<file path="src/gcs_pkg.sv">
// Behaviour
// RULE_01: Pin A asserts on overtemp prewarning (external).
// RULE_02: Pin A asserts on motor stall (external).
// RULE_03: Internal: pin A interrupt or half-rate step.
// RULE_04: Pin B asserts on motor stall (external).
// RULE_05: Internal: pin B compare or direction.
// RULE_06: Pin B asserts at table position zero.
// RULE_07: Pin B asserts while second-half chopper on.
// RULE_08: Pin B toggles on each skipped step.
// RULE_09: Bit 12 selects pin A drive style.
// RULE_10: Bit 13 selects pin B drive style.
// RULE_11: Hysteresis one sixteenth or one thirty-second.
// RULE_12: Bit 15 lets halt input stop sequencer.
// RULE_13: Bit 16 enables direct coil current mode.
// RULE_14: Bit 17 drives analog probe output.
// RULE_15: Writing one clears a status flag.
// RULE_16: Reset flag set after device reset.
// RULE_17: Driver error flag; clear needs cool temperature.
// RULE_18: Pump undervoltage latched; driver disabled meanwhile.
// RULE_19: Counter counts successful serial writes only.
// RULE_20: Counter wraps from maximum to zero.
// RULE_21: Counter idle in SPI operation.
// RULE_22: External step source input readable.
package gcs_pkg;
    // ==========================================
    // Register map
    localparam logic [6:0] ADDR_GLOBAL_CONFIG = 7'h00;
    localparam logic [6:0] ADDR_GLOBAL_STATUS = 7'h01;
    localparam logic [6:0] ADDR_SERIAL_WRITE_COUNTER = 7'h02;
    localparam logic [6:0] ADDR_INPUT_STATE = 7'h04;
    localparam int CONFIG_WIDTH = 18;
    localparam logic [17:0] CONFIG_RESET = 18'h00000;
    localparam logic [2:0] STATUS_RESET = 3'h1;
    localparam logic [7:0] COUNTER_RESET = 8'h00;
    // ==========================================
    // Field positions
    localparam int BIT_A_OVERTEMP = 6;
    localparam int BIT_A_BLOCK_STEP = 7;
    localparam int BIT_B_BLOCK_DIR = 8;
    localparam int BIT_B_TABLE_ZERO = 9;
    localparam int BIT_B_CHOPPER_ON = 10;
    localparam int BIT_B_SKIP = 11;
    localparam int BIT_A_PUSH_PULL = 12;
    localparam int BIT_B_PUSH_PULL = 13;
    localparam int BIT_SMALL_HYST = 14;
    localparam int BIT_STOP_ENABLE = 15;
    localparam int BIT_DIRECT_MODE = 16;
    localparam int BIT_TEST_MODE = 17;
    localparam int STAT_RESET = 0;
    localparam int STAT_DRV_ERR = 1;
    localparam int STAT_UNDERVOLT = 2;
    localparam int INPUT_SRC_BIT = 6;
endpackage : gcs_pkg

</file>
<file path="src/global_config_status_regs.sv">
`timescale 1ns/1ps
module global_config_status_regs
    import gcs_pkg::*;
(
    input wire logic clk,
    input wire logic reset,
    input wire logic clk_en,
    input wire logic wr_en,
    input wire logic rd_en,
    input wire logic [6:0] addr,
    input wire logic [31:0] wr_data,
    input wire logic uart_mode,
    output logic [31:0] rd_data,
    input wire logic external_step_source_sel,
    input wire logic halt_request_pin,
    input wire logic overtemp_warn,
    input wire logic motor_block,
    input wire logic table_zero,
    input wire logic chopper_on_second_half,
    input wire logic lost_step_inc,
    input wire logic driver_fault,
    input wire logic overtemp_active,
    input wire logic pump_undervolt,
    input wire logic ramp_interrupt,
    input wire logic ramp_step,
    input wire logic ramp_dir,
    input wire logic position_compare,
    output logic alert_pin_a_pad_o,
    output logic alert_pin_a_pad_oe,
    output logic alert_pin_b_pad_o,
    output logic alert_pin_b_pad_oe,
    output logic small_hysteresis,
    output logic sequencer_halt,
    output logic direct_coil_mode,
    output logic probe_output_test_en,
    output logic driver_disable
);
    import gcs_pkg::*;

    // ==========================================
    // Pin synchronisers (3 stages, stable when last two agree)
    logic [2:0] src_sync_reg, src_sync_next;
    logic [2:0] halt_sync_reg, halt_sync_next;
    logic src_reg, src_next;
    logic halt_reg, halt_next;

    // Next values for synchronisers
    always_comb begin
        src_sync_next = {src_sync_reg[1:0], external_step_source_sel};
        halt_sync_next = {halt_sync_reg[1:0], halt_request_pin};
        src_next = (src_sync_reg[2] == src_sync_reg[1]) ? src_sync_reg[2] : src_reg;
        halt_next = (halt_sync_reg[2] == halt_sync_reg[1]) ? halt_sync_reg[2] : halt_reg;
    end

    // Register synchronisers
    always_ff @(posedge clk) begin
        if (reset) begin
            src_sync_reg <= 3'h0;
            halt_sync_reg <= 3'h0;
            src_reg <= 1'b0;
            halt_reg <= 1'b0;
        end else if (clk_en) begin
            src_sync_reg <= src_sync_next;
            halt_sync_reg <= halt_sync_next;
            src_reg <= src_next;
            halt_reg <= halt_next;
        end
    end

    // ==========================================
    // Register file
    logic [17:0] config_reg, config_next;
    logic [2:0] status_reg, status_next;
    logic [7:0] counter_reg, counter_next;
    logic [31:0] rd_data_next;
    logic [2:0] clear_req;
    logic [2:0] set_req;

    // Writes, W1C flags and the write counter; set beats clear
    always_comb begin
        config_next = config_reg;
        counter_next = counter_reg;
        clear_req = 3'h0;
        if (wr_en && addr == ADDR_GLOBAL_CONFIG)
            config_next = wr_data[CONFIG_WIDTH-1:0];
        if (wr_en && addr == ADDR_GLOBAL_STATUS)
            clear_req = wr_data[2:0]; // [RULE_15]
        // Drv_err clear only with temperature back below limit
        if (overtemp_active)
            clear_req[STAT_DRV_ERR] = 1'b0; // [RULE_17]
        set_req = 3'h0;
        set_req[STAT_DRV_ERR] = driver_fault; // [RULE_17]
        set_req[STAT_UNDERVOLT] = pump_undervolt; // [RULE_18]
        status_next = (status_reg & ~clear_req) | set_req;
        // SPI writes are not counted; wraps naturally
        if (wr_en && uart_mode)
            counter_next = counter_reg + 8'h01; // [RULE_19] [RULE_20] [RULE_21]
        rd_data_next = 32'h0;
        case (addr)
            ADDR_GLOBAL_CONFIG: rd_data_next = {14'h0, config_reg};
            ADDR_GLOBAL_STATUS: rd_data_next = {29'h0, status_reg};
            ADDR_SERIAL_WRITE_COUNTER: rd_data_next = {24'h0, counter_reg};
            ADDR_INPUT_STATE: rd_data_next[INPUT_SRC_BIT] = src_reg; // [RULE_22]
            default: rd_data_next = 32'h0;
        endcase
        if (!rd_en)
            rd_data_next = rd_data;
    end

    // Register storage; reset flag comes up set
    always_ff @(posedge clk) begin
        if (reset) begin
            config_reg <= CONFIG_RESET;
            status_reg <= STATUS_RESET; // [RULE_16]
            counter_reg <= COUNTER_RESET;
            rd_data <= 32'h0;
        end else if (clk_en) begin
            config_reg <= config_next;
            status_reg <= status_next;
            counter_reg <= counter_next;
            rd_data <= rd_data_next;
        end
    end

    // ==========================================
    // Alert pin routing
    logic step_half_reg, step_half_next;
    logic skip_tgl_reg, skip_tgl_next;
    logic a_act, b_act;
    logic a_o_next, a_oe_next, b_o_next, b_oe_next;
    logic hyst_next, halt_out_next, direct_next, test_next, drv_dis_next;

    // Active levels and drive style for both alert pins
    always_comb begin
        step_half_next = step_half_reg ^ ramp_step; // Both edges carry steps
        skip_tgl_next = skip_tgl_reg ^ (lost_step_inc & config_reg[BIT_B_SKIP]); // [RULE_08]
        if (src_reg) begin
            a_act = (config_reg[BIT_A_OVERTEMP] & overtemp_warn) // [RULE_01]
                  | (config_reg[BIT_A_BLOCK_STEP] & motor_block); // [RULE_02]
            b_act = (config_reg[BIT_B_BLOCK_DIR] & motor_block) // [RULE_04]
                  | (config_reg[BIT_B_TABLE_ZERO] & table_zero) // [RULE_06]
                  | (config_reg[BIT_B_CHOPPER_ON] & chopper_on_second_half) // [RULE_07]
                  | skip_tgl_reg; // [RULE_08]
        end else begin
            a_act = config_reg[BIT_A_BLOCK_STEP] ? step_half_reg : ramp_interrupt; // [RULE_03]
            b_act = config_reg[BIT_B_BLOCK_DIR] ? ramp_dir : position_compare; // [RULE_05]
        end
        // Open collector pulls low only; push-pull always drives
        if (config_reg[BIT_A_PUSH_PULL]) begin // [RULE_09]
            a_o_next = a_act;
            a_oe_next = 1'b1;
        end else begin
            a_o_next = 1'b0;
            a_oe_next = a_act;
        end
        if (config_reg[BIT_B_PUSH_PULL]) begin // [RULE_10]
            b_o_next = b_act;
            b_oe_next = 1'b1;
        end else begin
            b_o_next = 1'b0;
            b_oe_next = b_act;
        end
        hyst_next = config_reg[BIT_SMALL_HYST]; // [RULE_11]
        halt_out_next = config_reg[BIT_STOP_ENABLE] & halt_reg; // [RULE_12]
        direct_next = config_reg[BIT_DIRECT_MODE]; // [RULE_13]
        test_next = config_reg[BIT_TEST_MODE]; // [RULE_14]
        drv_dis_next = pump_undervolt; // [RULE_18]
    end

    // Output registers
    always_ff @(posedge clk) begin
        if (reset) begin
            step_half_reg <= 1'b0;
            skip_tgl_reg <= 1'b0;
            alert_pin_a_pad_o <= 1'b0;
            alert_pin_a_pad_oe <= 1'b0;
            alert_pin_b_pad_o <= 1'b0;
            alert_pin_b_pad_oe <= 1'b0;
            small_hysteresis <= 1'b0;
            sequencer_halt <= 1'b0;
            direct_coil_mode <= 1'b0;
            probe_output_test_en <= 1'b0;
            driver_disable <= 1'b0;
        end else if (clk_en) begin
            step_half_reg <= step_half_next;
            skip_tgl_reg <= skip_tgl_next;
            alert_pin_a_pad_o <= a_o_next;
            alert_pin_a_pad_oe <= a_oe_next;
            alert_pin_b_pad_o <= b_o_next;
            alert_pin_b_pad_oe <= b_oe_next;
            small_hysteresis <= hyst_next;
            sequencer_halt <= halt_out_next;
            direct_coil_mode <= direct_next;
            probe_output_test_en <= test_next;
            driver_disable <= drv_dis_next;
        end
    end
endmodule : global_config_status_regs

</file>
<file path="config.mk">
export PLATFORM = sky130hd
export DESIGN_NAME = global_config_status_regs
export DESIGN_NICKNAME = d
export VERILOG_FILES = /design/src/gcs_pkg.sv /design/src/global_config_status_regs.sv
export SDC_FILE = /design/constraint.sdc
export NUM_CORES = 1
export LEC_CHECK = 0
export ABC_AREA = 1
export BUFFER_PORTS_ARGS = -buffer_cell sky130_fd_sc_hd__buf_2
export CORE_MARGIN = 4
export CORE_UTILIZATION = 49
export CTS_CLUSTER_DIAMETER = 150
export DETAILED_ROUTE_END_ITERATION = 7
export PLACE_DENSITY = 0.88
export SLEW_MARGIN = 10
export SYNTH_ARGS = -nofsm -noshare
export SYNTH_HDL_FRONTEND = slang
export SYNTH_SLANG_ARGS = --single-unit
</file>
<file path="constraint.sdc">
create_clock -name clk -period 1.7 [get_ports clk]
set_clock_uncertainty 0.2 [all_clocks]
set_input_delay 0.085 -clock clk [delete_from_list [all_inputs] [get_ports clk]]
set_output_delay 0.085 -clock clk [all_outputs]
set_load 0.02 [all_outputs]
</file>
# After elaboration in Yosys (flattened, before gate mapping)

Index checks and enable logic that the tools add are counted.

Bits in registers: 80
Input port bits: 59
Output and inout port bits: 41
Logic and storage cells: 63

Add/sub/neg operators: 1
Equal/unequal tests: 5
Muxes and demuxes: 13
Bitwise operators: 16
Reductions and logical operators: 9

Operator list:

| operator                                                              | number |
|---|---|
| 11-bit one-hot mux with 2 select lines                                | 1 |
| 6-bit one-hot mux with 3 select lines                                 | 1 |
| 2-bit AND reduction                                                   | 5 |
| 1-bit 2-to-1 mux                                                      | 9 |
| 8-bit by 1-bit adder with 8-bit output, second input constant         | 1 |
| 1-bit bitwise AND                                                     | 7 |
| 7-bit by 1-bit equality test with 1-bit output, second input constant | 1 |
| 7-bit by 2-bit equality test with 1-bit output, second input constant | 1 |
| 7-bit by 3-bit equality test with 1-bit output, second input constant | 1 |
| 7-bit logical NOT                                                     | 1 |
| 1-bit bitwise OR                                                      | 4 |
| 3-bit bitwise AND                                                     | 1 |
| 1-bit logical AND                                                     | 3 |
| 3-bit 2-to-1 mux                                                      | 1 |
| 3-bit NOT                                                             | 1 |
| 3-bit bitwise OR                                                      | 1 |
| 1-bit one-hot mux with 3 select lines                                 | 1 |
| 1-bit equality test                                                   | 2 |
| 1-bit XOR                                                             | 2 |

# Longest topological paths before layout

Gate-level depths: netlist (run 1).

Word-level depth: 7
Depth in mapped cells: 8
Mapped depth without buffers: 8

# Least setup slack after synthesis (run 1)

OpenSTA, ideal clock, no wires.

Path kind: register to register
From: register counter_reg[0]
To: register counter_reg[6]
Setup time: 0.113 ns
Data arrival time: 0.895 ns
Required time: 1.387 ns
Setup slack: 0.492 ns
Cell stages (with the launch flop): 7
Path buffers: 0
Period minus slack after synthesis: 1.208 ns
Path through: dfxtp_1 > ha_1 > nand3_1 > inv_2 > nand3_1 > nor2_1 > nor2_1

Longest elaborated chain between the ends: 1

Ends and longest elaborated chain:

| what                                   | line                             | RTL |
|---|---|---|
| start, declared                        | global_config_status_regs.sv:74  | `logic [7:0] counter_reg, counter_next;` |
| start signal, assigned                 | global_config_status_regs.sv:120 | `counter_reg <= counter_next;` |
| 8-bit by 1-bit adder with 8-bit output | global_config_status_regs.sv:97  | `counter_next = counter_reg + 8'h01;` |

Every way passes these cells.
A chain may end at the register's enable or synchronous reset.

# Final worst setup path (run 1)

From: input port clk_en
To: register counter_reg[0]

Longest elaborated chain between the ends: 1

Ends and longest elaborated chain:

| what                                 | line                           | RTL |
|---|---|---|
| start, declared                      | global_config_status_regs.sv:7 | `input wire logic clk_en,` |
| 2-bit AND reduction (no source line) | -                              |  |

Every way passes these cells.

==> results of run 1 <==
-- cells in the final DEF (no fill, tap or decap), drive strengths merged --
master	n
a21oi	42
dlygate4sd3	41
clkbuf	11
o211ai	1
buf	81
a22o	1
clkinvlp	1
nand4	2
nor3	4
o21a	1
o21ai	46
dfxtp	66
ha	1
a31oi	1
clkinv	2
bufinv	1
inv	28
or2	1
nand3	21
nor2	56
conb	14
nand2	78
-- synthesized netlist by cell type (2+ instances only) --
cell,number
nor2_4,2
dfxtp_1,66
nand3_1,21
nand2_1,74
nor2_2,2
buf_2,8
nor2_1,51
nand4_1,2
inv_1,24
nand2_2,4
buf_4,15
o21ai_1,18
inv_2,4
a21oi_1,42
nor3_1,3
clkbuf_1,6
o21ai_0,28
-- worst max-delay path: cells and delay by family --
family	cells	cell delay, ns
AOI/OAI and AO/OA	1	0.10
and+or+nand+nor	2	0.22
buffers and inverters	3	1.33
-- stage by stage --
stage | std cells | TNS (ns) | instance area (sq um) | setup slack (ns) | utilization, %
final | 572 | 0 | 3800 | 0.0449 | 68.5
after global routing | 572 | -0.0130 | 3800 | -0.0130 | 68.5
after CTS | 572 | 0 | 3780 | 0.0344 | 68.3
after detailed placement | 516 | 0 | 3190 | 0.233 | 57.6
after global placement | 516 | 0 | 3190 | 0.271 | 57.6
after floorplan | 395 | 0 | 2860 | 0.492 | -
-- routing by layer --
layer	vias up	share of wire (%)
li1	1445	-
met1	1339	43
met2	132	47
met3	26	6.7
met4	0	3.3
met5	-	0
-- report_power, final --
group          switching [mW]  leakage (nW)  internal, mW  total [mW]
Sequential             0.0161         0.536          1.57        1.59
Clock                   0.557        0.0853         0.659        1.22
Combinational           0.184          1.07         0.152       0.336
-- area by class of cell --
class	instances	share of cell area (%)
inverters	29	2.97
multi-input cells	269	32.8
clock inverters	3	1.12
flip-flops and latches	66	34.9
well taps	72	2.37
clock buffers	11	3.46
repair buffers	122	22.5
-- logic make-up after synthesis --
logic type | count (synthesis)
other cells | 1
buf+inv | 60
compound gates | 92
fa+ha+maj | 1
flops | 66
simple gates | 162
-- final timing paths --
kind / slack, ns / from / endpoint / depth (start not counted)
worst min-delay path: -0.004 / motor_block / alert_pin_a_pad_oe / 5
worst max register to register: 0.27 / step_half_reg / step_half_reg / 4
worst max-delay path: 0.04 / clk_en / counter_reg[0] / 6
worst min register to register: 0.26 / rd_data[3] / rd_data[3] / 2
-- repair_timing --
item / in CTS / in global routing
buffers inserted: 0 / 1
endpoints found under the hold margin: 35 / 0
resized for setup: 0 / 6
hold buffers: 42 / 0
endpoints found under the setup margin: 0 / 8
==> results.md, run 1 <==
- CP max stage delay: 0.59 ns
- Synth top area cells: dfxtp_1, nand2_1, a21oi_1
- Initial antenna violation count: 0
- Synth warn: 0
- Post-route clock period utilization: 97.4%
- Final-report max-slew violation count: 0
- Peak supply drop: around 0.77 mV
- Fin nets: 557
- Synth Flop Type: dfxtp_1
- Status: complete, but fails checks
- Routing usage on met1: 26.8%
- Worst path cell trace: buf_2 > nand2_2 > dlygate4sd3_1 > nor2_4 > dlygate4sd3_1 > o21a_1
- GR Layer Usage met2: 36.4%
- Fin. Hold Viols: 1
- Number of remaining DRC errors: 0
- Critical path's slowest cell: dlygate4sd3_1
- Critical Path Sink Type: flip-flop
- Synth cell types: 29
- Share of layout cells above drive strength 1: 22.2%
- Post-synth EDFFs: 0
- Synth area leader: dfxtp_1
- Max Cap Viol: 0
- CTS buffer count: 9
- H-tree depth: 3
- PortBufs: a little over 70
- Asr flop ratio synth: 0%
- Synth Cell Area: 2810 sq um
- Seq/Total Area, Yosys: 47.1%
- #FFs+latches synth: 66
- Worst hold slack: -0.00354 ns
- Worst path required time: about 1.8 ns
- Largest family of logic cells by synthesized area: simple AND/OR/NAND/NOR gates
- Clk buf depth: 2
- Crit path arrival time: 1.74 ns
- Fin crit period: 1.66 ns
- Final setup vio count: 0
- Compound-cell area share of the yosys netlist: 16.8%
- DP HPWL: between 4000 and 5000 um
- Clock sinks: 66
- Share of the synthesized area in the top cell type: 47.1%
- First-pass GRT wire length: between 10000 and 15000 um
- FF+latch area: between 1000 and 1500 sq um
- Leak Pwr: 1.69 nW
- Avg WL per Cell: 13.3 um
- Simple-gate share of the synthesized area: 24.9%
- Power per cell area: 828 nW/um^2
- Core Region: roughly 5500 sq um
- Critical Path Fanout Max: 6
- Root buf cell: clkbuf_8
- Synth Area in XOR/XNOR: 0%
- Filler instances: about 420
- DR pass1 iterations: 6
- CP dominant cell by count: dlygate4sd3_1
- Largest net degree at the start of global routing: 27
- I/O pin total: 100
- Worst hold path type: input port to flip-flop
- Die H: 83.7 um
- Initial core utilization: 50.7%
- Via density: 5.14
- Synth Area in Adders: 0.446%
- Area Growth Syn to Fin: 35.3%
- Type of origin of the critical path: input port
- Synth Area per Inst: 7.35 sq um
- GRT overflow: 0
- DR vias: approximately 2900
- GR Util All Layers: 22.3%
- Met3 track demand over resource: 5.63%
- Post-synthesis mux area share: 0%
- Die footprint: ~7000 sq um
- Max Freq: 604 MHz
- Cell Rows: 27
- Worst setup path class: input port to flip-flop
- GPL Wtd Cong: approximately 0.86
- Failing checks: negative hold slack
- Vias in the first global route: 2827
- DR iter-0 viols: 321
- # diodes: 0
- Worst-path clk slew: ~0.060 ns
- Mapped Cells: 382
- Routed WL: 7640 um
- Gr busiest metal: met2
- Area of the multi-input gates: roughly 1200 sq um
- Final ANT Viol Nets: 0
- Chip width: about 84 um
- Skew-Pair Late Insertion Delay: 0.34 ns
- Power Total: 3.14 mW
- CTS tree: built
Power figures use the tool's default switching activity.
==> inputs of run 2 (changes only) <==
--- a/config.mk
+++ b/config.mk
@@ -8,10 +8,10 @@
 export ABC_AREA = 1
 export BUFFER_PORTS_ARGS = -buffer_cell sky130_fd_sc_hd__buf_2
 export CORE_MARGIN = 4
-export CORE_UTILIZATION = 49
+export CORE_UTILIZATION = 44
 export CTS_CLUSTER_DIAMETER = 150
 export DETAILED_ROUTE_END_ITERATION = 7
-export PLACE_DENSITY = 0.88
+export PLACE_DENSITY = 0.84
 export SLEW_MARGIN = 10
 export SYNTH_ARGS = -nofsm -noshare
 export SYNTH_HDL_FRONTEND = slang
==> constraint.sdc (replaced) <==
create_clock -name clk -period 1.3 [get_ports clk]
set_clock_uncertainty 0.2 [all_clocks]
set_input_delay 0.065 -clock clk [delete_from_list [all_inputs] [get_ports clk]]
set_output_delay 0.065 -clock clk [all_outputs]
set_load 0.02 [all_outputs]
==> run 2 against run 1 <==
  * The run still ends with negative hold slack left
  * Critical path depth up 1
  * Largest power group unchanged
  * Sequential power is 31% higher
  * Combinational power up 35%
  * Critical endpoint is now counter_reg[7]
  * Largest cell class unchanged
  * Clock power is 64% higher
  * Register-to-register slack worse by 0.26 ns
==> results.md, run 2 (synthesized netlist as in run 1, its figures left out) <==
- Filler instances: 490 (was 424)
- Share of layout cells above drive strength 1: 27.1% (was 22.2%)
- Placed cell areas: 3240 sq um (was 3190 sq um)
- CTS buffer count: 9 (unchanged)
- Flop2flop setup slack: 0.01 ns (was 0.27 ns)
- Peak supply drop: 0.903 mV (was 0.765 mV)
- Power per cell area: 1150 nW/um^2 (was 828 nW/um^2)
- Type of origin of the critical path: flip-flop (was input port)
- Clk buf depth: 2 (unchanged)
- DP HPWL: 5250 um (was 4970 um)
- CTS tree: built (unchanged)
- Fin. Hold Viols: 1 (unchanged)
- Die H: 87.9 um (was 83.7 um)
- Initial antenna violation count: 0 (unchanged)
- DR vias: 2964 (was 2942)
- I/O pin total: 100 (unchanged)
- GPL Wtd Cong: 0.834 (was 0.861)
- Core Region: 6060 sq um (was 5540 sq um)
- FF+latch area: 1330 sq um (was 1320 sq um)
- Max Cap Viol: 0 (unchanged)
- Routed WL: 8030 um (was 7640 um)
- Most frequent cells in the layout: nand2_1, buf_2, dfxtp_1 (unchanged)
- DR iter-0 viols: 250 (was 321)
- Root buf cell: clkbuf_8 (unchanged)
- RSZ-0062 raised after global routing: yes
- Fin nets: 561 (was 557)
- Leak Pwr: 1.76 nW (was 1.69 nW)
- Worst hold slack: -0.0573 ns (was -0.00354 ns)
- Die footprint: 7720 sq um (was 7000 sq um)
- Worst setup path class: flip-flop to flip-flop (was input port to flip-flop)
- Setup_tns: 0 ns (unchanged)
- PortBufs: 71 (unchanged)
- Number of remaining DRC errors: 0 (unchanged)
- Power Total: 4.53 mW (was 3.14 mW)
- GRT overflow: 0 (unchanged)
- Worst-path clk slew: 0.07 ns (was 0.06 ns)
- Final-report max-slew violation count: 0 (unchanged)
- Critical Path Sink Type: flip-flop (unchanged)
- Final setup vio count: 0 (unchanged)
- # diodes: 0 (unchanged)
- GR Util All Layers: 20.7% (was 22.3%)
- Max Freq: 776 MHz
- Vias in the first global route: 2766 (was 2827)
- Avg WL per Cell: 13.8 um (was 13.3 um)
- Final ANT Viol Nets: 0 (unchanged)
- Chip width: 87.9 um (was 83.7 um)
- Critical Path Fanout Max: 4 (was 6)
- DR pass1 iterations: 6 (unchanged)
- Area Growth Syn to Fin: 41.0% (was 35.3%)
- First-pass GRT wire length: 12400 um (was 12600 um)
- Fin crit period: 1.29 ns
- Initial core utilization: 46.3% (was 50.7%)
- Crit path arrival time: 1.37 ns (was 1.74 ns)
- Largest net degree at the start of global routing: 27 (unchanged)
- Skew-Pair Late Insertion Delay: 0.34 ns (about the same)
- Worst hold path type: input port to flip-flop (unchanged)
- Worst path required time: 1.38 ns (was 1.79 ns)
- Clock sinks: 66 (unchanged)
- Status: complete, but fails checks (unchanged)
- Failing checks: negative hold slack (unchanged)
- Post-route cell area: 3960 sq um (was 3800 sq um)
- H-tree depth: 3 (unchanged)
- Area of the multi-input gates: 1290 sq um (was 1240 sq um)
- Cell Rows: 28 (was 27)
- Via density: 5.10 (was 5.14)
- Post-route clock period utilization: 99.2%
run 2: worst paths after layout:
kind / to / start / cells after the start
hold / removal: alert_pin_b_pad_o / reset / 5
setup / recovery: counter_reg[7] / counter_reg[0] / 7
hold reg to reg: rd_data[5] / rd_data[5] / 2
setup reg to reg: counter_reg[7] / counter_reg[0] / 7
run 2: power breakdown:
| part | total, mW | internal (mW) | switching (mW) |
|---|---|---|---|
| clock | 2.00 | 1.23 | 0.768 |
| sequential | 2.08 | 2.05 | 0.0240 |
| combinational | 0.452 | 0.205 | 0.248 |
run 2: stage by stage:
stage | hold slack, ns | std cells | utilization (%) | setup WS, ns
6_report | -0.0573 | 581 | 65.3 | 0.0110
5_1_grt | -0.0151 | 581 | 65.3 | -0.0565
4_1_cts | -0.109 | 575 | 63.4 | 0.00603
3_5_place_dp | 0.0953 | 524 | 53.5 | -0.0625
3_3_place_gp | 0.0879 | 524 | 53.5 | 0.00188
2_1_floorplan | -0.0000983 | 395 | - | 0.0920
run 2: metal layers:
layer  global-route usage, %  part of all wire, %  vias up
met5                       0                    0        -
met4                    10.0                  2.5        0
met3                    3.01                  7.6       21
met2                    35.3                   48      130
met1                    25.6                   42     1362
li1                        -                    -     1451
run 2: timing repair:
action	4_1_cts	5_1_grt
endpoints found under the hold margin	35	8
buffers inserted	0	4
endpoints found under the setup margin	2	8
pin swaps	0	7
gates resized for setup	3	23
hold buffers	35	2
run 2: area by class of cell:
class                      instances  area share, %
clock buffer                      12           4.17
clock inverter                     4           1.83
inverter                          29           2.78
multi-input combinational        269           32.7
sequential                        66           33.7
tap                               75           2.37
timing repair buffer             126           22.4
run 2: critical path, stage by stage (launching register included):
cell	delay (ns)
dfxtp_4	0.38
buf_4	0.12
nand3_4	0.07
nor2_4	0.14
nand4_1	0.12
nand2_1	0.08
nand2_1	0.05
nor2_1	0.07
